File: src/rtl/pdl_pkg.sv
package pdl_pkg;

    // Clock and cable test timing.
    localparam int unsigned CLK_PERIOD_NS = 10;
    localparam int unsigned DIAG_TEST_TIME_NS = 10000;
    localparam int unsigned DIAG_TEST_CYCLES =
        (DIAG_TEST_TIME_NS + CLK_PERIOD_NS - 1) / CLK_PERIOD_NS;
    localparam int DIAG_CNT_W = 10;
    localparam logic [DIAG_CNT_W-1:0] DIAG_CNT_ZERO = 10'h000;
    localparam logic [DIAG_CNT_W-1:0] DIAG_CNT_LAST = DIAG_CNT_W'(DIAG_TEST_CYCLES - 1);

    // Wishbone geometry: byte address is four times the register index.
    localparam int ADR_W = 18;
    localparam int DAT_W = 32;
    localparam int SEL_W = 4;
    localparam int PORT_W = 4;
    localparam int IDX_W = 12;
    localparam logic [PORT_W-1:0] PORT_NUM_DEFAULT = 4'h1;

    // Register indices within one port's block.
    localparam logic [IDX_W-1:0] IDX_CABLE_DIAG = 12'h124;
    localparam logic [IDX_W-1:0] IDX_LINK_STATUS = 12'h126;
    localparam logic [IDX_W-1:0] IDX_RX_SYM_ERR_CNT = 12'h12a;
    localparam logic [IDX_W-1:0] IDX_EVENT_ENABLE_FLAGS = 12'h136;
    localparam logic [IDX_W-1:0] IDX_IRQ_STATUS = 12'h140;
    localparam logic [IDX_W-1:0] IDX_IRQ_MASK = 12'h141;

    // Field positions.
    localparam int DIAG_START_BIT = 15;
    localparam int DIAG_RSV_HI_BIT = 14;
    localparam int DIAG_PAIR_LSB = 12;
    localparam int DIAG_RSV_LO_LSB = 10;
    localparam int DIAG_RESULT_LSB = 8;
    localparam int LINK_1000_BIT = 1;
    localparam int LINK_100_BIT = 0;
    localparam int ENABLE_LSB = 8;
    localparam int FLAG_LSB = 0;
    localparam int NUM_EVENTS = 8;
    localparam int NUM_IRQ = 3;
    localparam int IRQ_DIAG_DONE = 0;
    localparam int IRQ_PORT_EVENT = 1;
    localparam int IRQ_ERR_CNT_FULL = 2;

    // Cable result codes.
    localparam logic [1:0] CABLE_NO_FAULT = 2'h0;
    localparam logic [1:0] CABLE_OPEN = 2'h1;
    localparam logic [1:0] CABLE_SHORT = 2'h2;

    // Reset values.
    localparam logic [15:0] ERR_CNT_RESET = 16'h0000;
    localparam logic [15:0] ERR_CNT_MAX = 16'hffff;
    localparam logic [15:0] ERR_CNT_ONE = 16'h0001;
    localparam logic [7:0] ENABLE_RESET = 8'h00;
    localparam logic [7:0] FLAGS_RESET = 8'h00;
    localparam logic [2:0] IRQ_RESET = 3'h0;
    localparam logic [1:0] FIELD2_RESET = 2'h0;
    localparam logic [31:0] DATA_ZERO = 32'h0000_0000;

    typedef enum logic {DIAG_IDLE, DIAG_RUN} pdl_diag_state_t;

    typedef struct packed {
        pdl_diag_state_t state;
        logic [DIAG_CNT_W-1:0] cnt;
        logic busy;
        logic done;
        logic [1:0] result;
    } pdl_tester_t;

endpackage

File: src/rtl/pdl_cable_tester.sv
`timescale 1ns/10ps
`default_nettype none

// Runs one timed cable test on the selected pair and latches its verdict.
module pdl_cable_tester (
    input wire logic clk,
    input wire logic rst,
    input wire logic start,
    input wire logic abort,
    input wire logic [1:0] pair,
    input wire logic [3:0] pair_open,
    input wire logic [3:0] pair_short,
    output logic busy,
    output logic done,
    output logic [1:0] result
);
    pdl_pkg::pdl_tester_t s_reg;
    pdl_pkg::pdl_tester_t s_next;

    always_comb
    begin
        s_next = s_reg;
        s_next.done = 1'b0;
        case (s_reg.state)
            pdl_pkg::DIAG_IDLE:
            begin
                if (start)
                begin
                    s_next.state = pdl_pkg::DIAG_RUN;
                    s_next.cnt = pdl_pkg::DIAG_CNT_ZERO;
                    s_next.busy = 1'b1;
                end
            end
            pdl_pkg::DIAG_RUN:
            begin
                // An abort leaves the previous verdict in place and raises no done.
                if (abort)
                begin
                    s_next.state = pdl_pkg::DIAG_IDLE;
                    s_next.busy = 1'b0;
                end
                else if (s_reg.cnt == pdl_pkg::DIAG_CNT_LAST)
                begin
                    // A short outranks an open when both comparators fire.
                    if (pair_short[pair])
                        s_next.result = pdl_pkg::CABLE_SHORT;
                    else if (pair_open[pair])
                        s_next.result = pdl_pkg::CABLE_OPEN;
                    else
                        s_next.result = pdl_pkg::CABLE_NO_FAULT;
                    s_next.state = pdl_pkg::DIAG_IDLE;
                    s_next.busy = 1'b0;
                    s_next.done = 1'b1;
                end
                else
                begin
                    s_next.cnt = s_reg.cnt + 1'b1;
                end
            end
            default:
            begin
                s_next.state = pdl_pkg::DIAG_IDLE;
                s_next.busy = 1'b0;
            end
        endcase
    end

    always_ff @(posedge clk)
    begin
        if (rst)
        begin
            s_reg.state <= pdl_pkg::DIAG_IDLE;
            s_reg.cnt <= pdl_pkg::DIAG_CNT_ZERO;
            s_reg.busy <= 1'b0;
            s_reg.done <= 1'b0;
            s_reg.result <= pdl_pkg::CABLE_NO_FAULT;
        end
        else
        begin
            s_reg <= s_next;
        end
    end

    assign busy = s_reg.busy;
    assign done = s_reg.done;
    assign result = s_reg.result;

endmodule

`default_nettype wire

File: src/rtl/pdl_regs.sv
// Local design decision: the Wishbone interface to the registers.
`timescale 1ns/10ps
`default_nettype none

// Notes on behaviour
// - Writing one to start runs a pair test, then the start bit self-clears.
// - Writing zero to the start bit stops a running cable test.
// - Start bit reads one while testing, zero once the test is over.
// - Pair select 00, 01, 10, 11 tests pair A, B, C, D.
// - Result field: 00 no fault, 01 open, 10 short, 11 reserved.
// - Link status bit 1 is gigabit link, bit 0 is 100 Mb link.
// - Sixteen-bit count of frames with symbol errors, reset zero, cleared by read.
// - Flags 7..0: jabber, rx error, page, parallel fault, ack, down, remote, up.
// - Enables 15..8 gate the same events, all disabled after reset.
module pdl_regs #(
    parameter logic [pdl_pkg::PORT_W-1:0] PORT_NUM = pdl_pkg::PORT_NUM_DEFAULT
) (
    input wire logic CLOCK,
    input wire logic RST,
    input wire logic [pdl_pkg::ADR_W-1:0] ADR_I,
    input wire logic [pdl_pkg::DAT_W-1:0] DAT_I,
    output logic [pdl_pkg::DAT_W-1:0] DAT_O,
    input wire logic WE_I,
    input wire logic [pdl_pkg::SEL_W-1:0] SEL_I,
    input wire logic CYC_I,
    input wire logic STB_I,
    output logic ACK_O,
    input wire logic LINK_UP_1000,
    input wire logic LINK_UP_100,
    input wire logic RX_SYMBOL_ERROR_FRAME,
    input wire logic [pdl_pkg::NUM_EVENTS-1:0] PORT_EVENTS,
    input wire logic [3:0] PAIR_OPEN,
    input wire logic [3:0] PAIR_SHORT,
    output logic DIAG_ACTIVE,
    output logic [1:0] DIAG_PAIR,
    output logic PORT_IRQ,
    output logic IRQ
);
    typedef struct packed {
        logic ack;
        logic [pdl_pkg::DAT_W-1:0] rdata;
        logic diag_start;
        logic diag_abort;
        logic diag_rsv_hi;
        logic [1:0] diag_pair;
        logic [1:0] diag_rsv_lo;
        logic [pdl_pkg::NUM_EVENTS-1:0] flags;
        logic [pdl_pkg::NUM_EVENTS-1:0] enables;
        logic [15:0] err_cnt;
        logic [pdl_pkg::NUM_IRQ-1:0] irq_status;
        logic [pdl_pkg::NUM_IRQ-1:0] irq_mask;
        logic port_irq;
        logic irq;
    } pdl_regs_state_t;

    pdl_regs_state_t s_reg;
    pdl_regs_state_t s_next;

    logic access;
    logic wr;
    logic rd;
    logic port_hit;
    logic [pdl_pkg::IDX_W-1:0] idx;
    logic diag_busy;
    logic diag_done;
    logic [1:0] diag_result;
    logic flags_rd_clr;
    logic [pdl_pkg::NUM_EVENTS-1:0] flags_nxt;

    // A new request is taken only when no answer is pending, so ack is one cycle.
    assign access = CYC_I & STB_I & ~s_reg.ack;
    assign wr = access & WE_I;
    assign rd = access & ~WE_I;
    assign port_hit = (ADR_I[pdl_pkg::ADR_W-1 -: pdl_pkg::PORT_W] == PORT_NUM);
    assign idx = ADR_I[pdl_pkg::IDX_W+1:2];
    assign flags_rd_clr = rd & port_hit & (idx == pdl_pkg::IDX_EVENT_ENABLE_FLAGS);

    // An event arriving in the cycle of the clearing read survives the read.
    for (genvar i = 0; i < pdl_pkg::NUM_EVENTS; i++)
    begin : g_flag
        assign flags_nxt[i] = PORT_EVENTS[i] | (s_reg.flags[i] & ~flags_rd_clr);
    end

    pdl_cable_tester pdl_cable_tester_inst (
        .clk(CLOCK),
        .rst(RST),
        .start(s_reg.diag_start),
        .abort(s_reg.diag_abort),
        .pair(s_reg.diag_pair),
        .pair_open(PAIR_OPEN),
        .pair_short(PAIR_SHORT),
        .busy(diag_busy),
        .done(diag_done),
        .result(diag_result)
    );

    always_comb
    begin
        logic [15:0] word;
        logic [pdl_pkg::NUM_IRQ-1:0] irq_set;
        logic [pdl_pkg::NUM_IRQ-1:0] irq_w1c;
        logic cnt_full;
        word = 16'h0000;
        irq_set = pdl_pkg::IRQ_RESET;
        irq_w1c = pdl_pkg::IRQ_RESET;
        cnt_full = (s_reg.err_cnt == pdl_pkg::ERR_CNT_MAX);
        s_next = s_reg;
        s_next.ack = access;
        s_next.diag_start = 1'b0;
        s_next.diag_abort = 1'b0;
        s_next.flags = flags_nxt;

        // Read path: data is captured in the cycle the request is taken.
        if (rd)
        begin
            s_next.rdata = pdl_pkg::DATA_ZERO;
            if (port_hit)
            begin
                case (idx)
                    pdl_pkg::IDX_CABLE_DIAG:
                    begin
                        // The pending start pulse also reads as busy.
                        word[pdl_pkg::DIAG_START_BIT] = diag_busy | s_reg.diag_start;
                        word[pdl_pkg::DIAG_RSV_HI_BIT] = s_reg.diag_rsv_hi;
                        word[pdl_pkg::DIAG_PAIR_LSB +: 2] = s_reg.diag_pair;
                        word[pdl_pkg::DIAG_RSV_LO_LSB +: 2] = s_reg.diag_rsv_lo;
                        word[pdl_pkg::DIAG_RESULT_LSB +: 2] = diag_result;
                    end
                    pdl_pkg::IDX_LINK_STATUS:
                    begin
                        word[pdl_pkg::LINK_1000_BIT] = LINK_UP_1000;
                        word[pdl_pkg::LINK_100_BIT] = LINK_UP_100;
                    end
                    pdl_pkg::IDX_RX_SYM_ERR_CNT:
                    begin
                        word = s_reg.err_cnt;
                    end
                    pdl_pkg::IDX_EVENT_ENABLE_FLAGS:
                    begin
                        word[pdl_pkg::ENABLE_LSB +: pdl_pkg::NUM_EVENTS] = s_reg.enables;
                        word[pdl_pkg::FLAG_LSB +: pdl_pkg::NUM_EVENTS] = s_reg.flags;
                    end
                    pdl_pkg::IDX_IRQ_STATUS:
                    begin
                        word[pdl_pkg::NUM_IRQ-1:0] = s_reg.irq_status;
                    end
                    pdl_pkg::IDX_IRQ_MASK:
                    begin
                        word[pdl_pkg::NUM_IRQ-1:0] = s_reg.irq_mask;
                    end
                    default:
                    begin
                        word = 16'h0000;
                    end
                endcase
            end
            s_next.rdata = {16'h0000, word};
        end

        // Write path: byte lane 0 holds bits 7:0, lane 1 bits 15:8.
        if (wr && port_hit)
        begin
            case (idx)
                pdl_pkg::IDX_CABLE_DIAG:
                begin
                    if (SEL_I[1])
                    begin
                        s_next.diag_rsv_hi = DAT_I[pdl_pkg::DIAG_RSV_HI_BIT];
                        s_next.diag_pair = DAT_I[pdl_pkg::DIAG_PAIR_LSB +: 2];
                        s_next.diag_rsv_lo = DAT_I[pdl_pkg::DIAG_RSV_LO_LSB +: 2];
                        s_next.diag_start = DAT_I[pdl_pkg::DIAG_START_BIT];
                        s_next.diag_abort = ~DAT_I[pdl_pkg::DIAG_START_BIT];
                    end
                end
                pdl_pkg::IDX_EVENT_ENABLE_FLAGS:
                begin
                    if (SEL_I[1])
                        s_next.enables = DAT_I[pdl_pkg::ENABLE_LSB +: pdl_pkg::NUM_EVENTS];
                end
                pdl_pkg::IDX_IRQ_STATUS:
                begin
                    if (SEL_I[0])
                        irq_w1c = DAT_I[pdl_pkg::NUM_IRQ-1:0];
                end
                pdl_pkg::IDX_IRQ_MASK:
                begin
                    if (SEL_I[0])
                        s_next.irq_mask = DAT_I[pdl_pkg::NUM_IRQ-1:0];
                end
                default:
                begin
                    s_next.irq_mask = s_reg.irq_mask;
                end
            endcase
        end

        // The counter saturates rather than wrapping, so a full count never reads small.
        if (rd && port_hit && idx == pdl_pkg::IDX_RX_SYM_ERR_CNT)
        begin
            s_next.err_cnt = RX_SYMBOL_ERROR_FRAME ? pdl_pkg::ERR_CNT_ONE
                                                   : pdl_pkg::ERR_CNT_RESET;
        end
        else if (RX_SYMBOL_ERROR_FRAME && !cnt_full)
        begin
            s_next.err_cnt = s_reg.err_cnt + pdl_pkg::ERR_CNT_ONE;
        end

        // Sticky status: a new event wins over a write-one-to-clear in the same cycle.
        irq_set[pdl_pkg::IRQ_DIAG_DONE] = diag_done;
        irq_set[pdl_pkg::IRQ_PORT_EVENT] = |PORT_EVENTS;
        irq_set[pdl_pkg::IRQ_ERR_CNT_FULL] = RX_SYMBOL_ERROR_FRAME & cnt_full;
        s_next.irq_status = (s_reg.irq_status & ~irq_w1c) | irq_set;

        s_next.port_irq = |(s_next.flags & s_next.enables);
        s_next.irq = |(s_next.irq_status & s_next.irq_mask);
    end

    always_ff @(posedge CLOCK)
    begin
        if (RST)
        begin
            s_reg.ack <= 1'b0;
            s_reg.rdata <= pdl_pkg::DATA_ZERO;
            s_reg.diag_start <= 1'b0;
            s_reg.diag_abort <= 1'b0;
            s_reg.diag_rsv_hi <= 1'b0;
            s_reg.diag_pair <= pdl_pkg::FIELD2_RESET;
            s_reg.diag_rsv_lo <= pdl_pkg::FIELD2_RESET;
            s_reg.flags <= pdl_pkg::FLAGS_RESET;
            s_reg.enables <= pdl_pkg::ENABLE_RESET;
            s_reg.err_cnt <= pdl_pkg::ERR_CNT_RESET;
            s_reg.irq_status <= pdl_pkg::IRQ_RESET;
            s_reg.irq_mask <= pdl_pkg::IRQ_RESET;
            s_reg.port_irq <= 1'b0;
            s_reg.irq <= 1'b0;
        end
        else
        begin
            s_reg <= s_next;
        end
    end

    assign DAT_O = s_reg.rdata;
    assign ACK_O = s_reg.ack;
    assign DIAG_ACTIVE = diag_busy;
    assign DIAG_PAIR = s_reg.diag_pair;
    assign PORT_IRQ = s_reg.port_irq;
    assign IRQ = s_reg.irq;

endmodule

`default_nettype wire

File: config.mk
export PLATFORM = sky130hd
export DESIGN_NAME = pdl_regs
export DESIGN_NICKNAME = d
export VERILOG_FILES = /design/src/rtl/pdl_pkg.sv /design/src/rtl/pdl_cable_tester.sv /design/src/rtl/pdl_regs.sv
export SDC_FILE = /design/constraint.sdc
export NUM_CORES = 1
export LEC_CHECK = 0
export CAP_MARGIN = 25
export CELL_PAD_IN_SITES_DETAIL_PLACEMENT = 1
export CELL_PAD_IN_SITES_GLOBAL_PLACEMENT = 2
export CORE_MARGIN = 4
export CORE_UTILIZATION = 39
export CTS_CLUSTER_SIZE = 30
export DETAILED_ROUTE_END_ITERATION = 16
export DONT_BUFFER_PORTS = 1
export GPL_ROUTABILITY_DRIVEN = 0
export PLACE_DENSITY_LB_ADDON = 0.1
export SLEW_MARGIN = 10
export SYNTH_ARGS = -nofsm -noshare
export SYNTH_HDL_FRONTEND = slang
export SYNTH_SLANG_ARGS = --single-unit
File: constraint.sdc
create_clock -name CLOCK -period 3.36 [get_ports CLOCK]
set_input_delay 0.336 -clock CLOCK [delete_from_list [all_inputs] [get_ports CLOCK]]
set_output_delay 0.336 -clock CLOCK [all_outputs]
set_load 0.1 [all_outputs]
After elaboration in Yosys (flattened, before gate mapping)
Index checks and enable logic that the tools add are counted.

Add/sub/neg operators: 2. $lt $le $gt $ge: 1. Equality and inequality tests: 13. Mux-type cells: 31. Bitwise gates (word level): 38. Reductions and logical operators: 15.

Operators with widths (number): $eq A12 B9 Y1 const B (6); $mux W16 (3); $mux W8 (3); $pmux W12 S2 (1); $pmux W8 S3 (1); $mux W10 (2); $mux W3 (6); $add A16 B1 Y16 const B (1); $eq A16 B16 Y1 const B (1); $reduce_or A8 Y1 (2); $and A1 B1 Y1 (15); $mux W12 (1); $add A10 B1 Y10 const B (1); $eq A10 B10 Y1 const B (1); $pmux W2 S5 (1); $pmux W5 S2 (1); $not A1 Y1 (9); $or A1 B1 Y1 (9); $reduce_and A3 Y1 (3); $and A8 B8 Y8 (1); $mux W1 (7); $and A3 B3 Y3 (2); $ne A2 B2 Y1 const B (3); $reduce_or A3 Y1 (2); 14 further kinds (18).

Bits in registers: 79. Input bits: 78. Output and inout bits: 38. Word-level logic and storage cells: 119.

Depth between registers and ports, before layout
Word-level depth: 10. Gate-level depth with buffers: 9. Gate-level depth less buffers: 7.

Modules after synthesis
Synthesis repeated with hierarchy kept, for this count alone.

Cell total of the unflattened synthesis: 448. Area total of the unflattened synthesis: 3976.3 µm².

By module, submodules not included: pdl_regs (instances 1, cells each 361, area each 3181.8 µm², seq. area each 1281.2 µm²); pdl_cable_tester (instances 1, cells each 87, area each 794.5 µm², seq. area each 300.3 µm²).

Least setup slack after synthesis
OpenSTA, ideal clock, no wires.

Path type: reg-to-reg. Start: register s_reg, in the netlist ACK_O. End: register s_reg, in the netlist PORT_IRQ. Setup time: 0.125 ns. Data arrival time: 2.475 ns. Required time: 3.235 ns. Path slack: 0.759 ns. Cell stages (with the launch flop): 8. Path buffers: 1. Period minus slack after synthesis: 2.601 ns. Cell sequence: dfxtp_1 and3b_1 and3_1 and3_1 buf_2 mux2i_1 o22ai_1 o41a_1.

Word-level cells in the longest chain between the ends: 10. Elaborated cells on any way between the ends: 27. Classes of those cells: 1 x mux; 24 x bitwise; 2 x reduce/logical.

RTL lines: from (decl) (line pdl_regs.sv:56) `pdl_regs_state_t s_reg;`; from (signal assigned) (line pdl_regs.sv:239) `s_reg <= s_next;`; $not A1 Y1 * (line pdl_regs.sv:71) `assign access = CYC_I & STB_I & ~s_reg.ack;`; $and A1 B1 Y1 * (line pdl_regs.sv:71); $and A1 B1 Y1 (line pdl_regs.sv:73) `assign rd = access & ~WE_I;`; $and A1 B1 Y1 (2 in series) (line pdl_regs.sv:76) `assign flags_rd_clr = rd & port_hit & (idx == pdl_pkg::IDX_EVENT_ENABLE_FLAGS);`; $not A1 Y1 (line pdl_regs.sv:81) `assign flags_nxt[i] = PORT_EVENTS[i] | (s_reg.flags[i] & ~flags_rd_clr);`; $and A1 B1 Y1 (line pdl_regs.sv:81); $or A1 B1 Y1 (line pdl_regs.sv:81); $and A8 B8 Y8 * (line pdl_regs.sv:214) `s_next.port_irq = |(s_next.flags & s_next.enables);`; $reduce_or A8 Y1 * (line pdl_regs.sv:214).

Mark *: on every way between the ends. The rest lies on a longest branch, timed or not. A chain may end at the register's enable or synchronous reset.

Worst setup path after layout
Same ends and word-level chain as after synthesis.

==> out/results.ini <==
[run_status]
status=finished, final reports clean

[timing]
fin_crit_ns=2.484
worst_slew_pin_slew_ns=0.9819
fin_crit_sh_pct=73.94
drv_slew=0
setup_tns_ns=0
finalClockSkew_ns=0.01263
slew-limit-headroom_pct=34.45
rsz0062_at_grt=false
hold_viol_final=0
max_freq_mhz=402.5
setup_viol=0

[critical_path]
required_ns=3.59
cp_max_fo=8
startpoint_type=flop
crit_path_top_delay_cell=and3_1
cp_cell_sequence=and3b_1 -> and3_1 -> and3_1 -> mux2i_1 -> o22ai_1 -> o41a_1
cp-end-kind=flop
cpPeakStageDelay_ns=0.58
arrival_ns=2.71
worst_path_most_repeated_cell=and3_1
worstSetupPathType=reg2reg
r2r_slack_ns=0.88

[global_route]
grt_pass1_vias=3229
grt_pass1_wl_um=16770
grt-ovfl-total=0
grt_usage_pct=18.79
antenna_found_initial=0
grt_max_degree=63

[clocking]
clk_path_buf_depth=2
post_cts_buffers=0
numCtsBuffers=9
clock_sinks=79
root_buffer=clkbuf_8
path_clk_slew_ns=0.08
clk_latency_ns=0.35
cts_tree=built
post_cts_resized=0
hold_buffers=0
cts-htree-levels=3

[finish]
drive_gt1_share_pct=10.35
final_cell_mix=dfxtp_1, nor2_1, a21oi_1
multiInputGateArea_um2=1947
largest_reg_flops=43
syn_to_final_growth_pct=4.749
fillCellCount=1140
final_common_cell=dfxtp_1
antennaDiodeCount=0
final_nets=500
seq_area_um2=1582
final_util_pct=42.70

[floorplan]
die_w_um=107.0
die_h_um=107.0
io_pins=116
core_um2=9371
start_util_pct=40.76
dieArea_um2=11440
rows=35

[drt]
antenna_left=0
avgRoutedWirePerCell_um=18.88
drt_iter0_drc=141
via_count=3037
first_pass_iters=5
routed_wl_um=10460
drcViolationCount=0
vias_per_cell=5.482

[synth]
syn-cell-area_um2=3820
synth_edf_count=0
synth_seq_area_share_pct=41.40
netlist-cell-type-count=56
netlist_instances=435
avgSynthCellArea_um2=8.781
async_flop_share_pct=0
yosys_warnings=0
synthFlopType=dfxtp_1
ys_ff_latch=79

[place]
dp_hpwl_um=7753
io_buffers=0

[power]
ir_drop_mv=0.1965
p_leak_nw=1.438
p_per_area_nw_per_um2=463.0

[min_path]
min-delay-path-class=in2reg

[flow_run]
max_cap_viol_count=0

[routing by layer]
layer  track usage (%)  wire length (µm)  vias to the layer above
li1                  -                 -                     1465
met1             22.80              4568                     1476
met2             31.88              4939                       84
met3             6.020               814                       12
met4             5.388               137                        0
met5                 0                 0                        -
[per-stage QoR]
step	setup slack, ns	total power [mW]	cell area, µm²	cells	hold slack [ns]
5_1_grt	0.7512	1.921	4001	554	0.03336
6_report	0.8757	1.852	4001	554	0.04722
2_1_floorplan	0.7594	1.114	3876	450	0.4079
3_5_place_dp	0.5777	1.101	3787	538	0.4118
3_3_place_gp	0.6283	1.100	3787	538	0.4105
4_1_cts	0.8901	1.877	4001	554	0.02371
[layout make-up]
| class | instances | area share, % |
|---|---|---|
| inverter | 4 | 0.3752 |
| sequential | 79 | 39.52 |
| clock inverter | 5 | 2.064 |
| clock buffer | 11 | 3.283 |
| timing repair buffer | 11 | 2.064 |
| multi-input combinational | 315 | 48.66 |
| tap | 129 | 4.034 |
[kinds of logic (layout without fill, tap and decap cells)]
group | count (synthesis) | after routing | synth area share (%)
DFF | 79 | 79 | 41.40
buffers and inverters | 56 | 31 | 9.105
muxes | 24 | 24 | 7.075
other | 1 | 16 | 0.09817
and+or+nand+nor | 177 | 177 | 25.29
adders and majority gates | 2 | 2 | 0.6550
xor gates and xnor gates | 16 | 16 | 3.669
AOI/OAI and AO/OA | 80 | 80 | 12.71
[report_power, final]
part           internal [mW]  total (mW)  switching, mW
registers              0.945       0.953        0.00819
logic                 0.0203       0.126          0.106
clock network          0.421       0.773          0.352
[final timing paths]
kind / startpoint / to / cells past startpoint
worst max-delay path: ACK_O / PORT_IRQ / 6
worst min-delay path: DAT_I[15] / s_reg[45] / 1
worst max register to register: ACK_O / PORT_IRQ / 6
worst min register to register: s_reg[11] / DAT_O[3] / 2
[cell usage after synthesis (3+ instances only)]
master | count | area [µm²]
a21oi_1 | 43 | 215.2
nand3_1 | 9 | 45.04
inv_1 | 4 | 15.01
nand3b_1 | 3 | 22.52
clkbuf_1 | 12 | 45.04
nor4_1 | 4 | 25.02
nor2b_1 | 8 | 50.05
mux2i_1 | 18 | 180.2
nand2b_1 | 3 | 18.77
o21ai_0 | 8 | 40.04
nand2_1 | 30 | 112.6
nand4_1 | 10 | 62.56
nor2_1 | 68 | 255.2
a22oi_1 | 11 | 82.58
buf_2 | 5 | 25.02
mux2_2 | 4 | 45.04
buf_4 | 35 | 262.8
and3_1 | 7 | 43.79
dfxtp_1 | 79 | 1582
or3b_2 | 3 | 26.28
nor3_1 | 5 | 25.02
o22ai_1 | 4 | 25.02
a222oi_1 | 5 | 50.05
xor2_1 | 14 | 122.6
[worst max-delay path, delay by kind of cell, from the launching register on]
kind,cells,cell delay [ns]
flops,1,0.31
simple gates,3,1.14
compound gates,2,0.53
mux,1,0.39
Power figures use the tool's default switching activity.
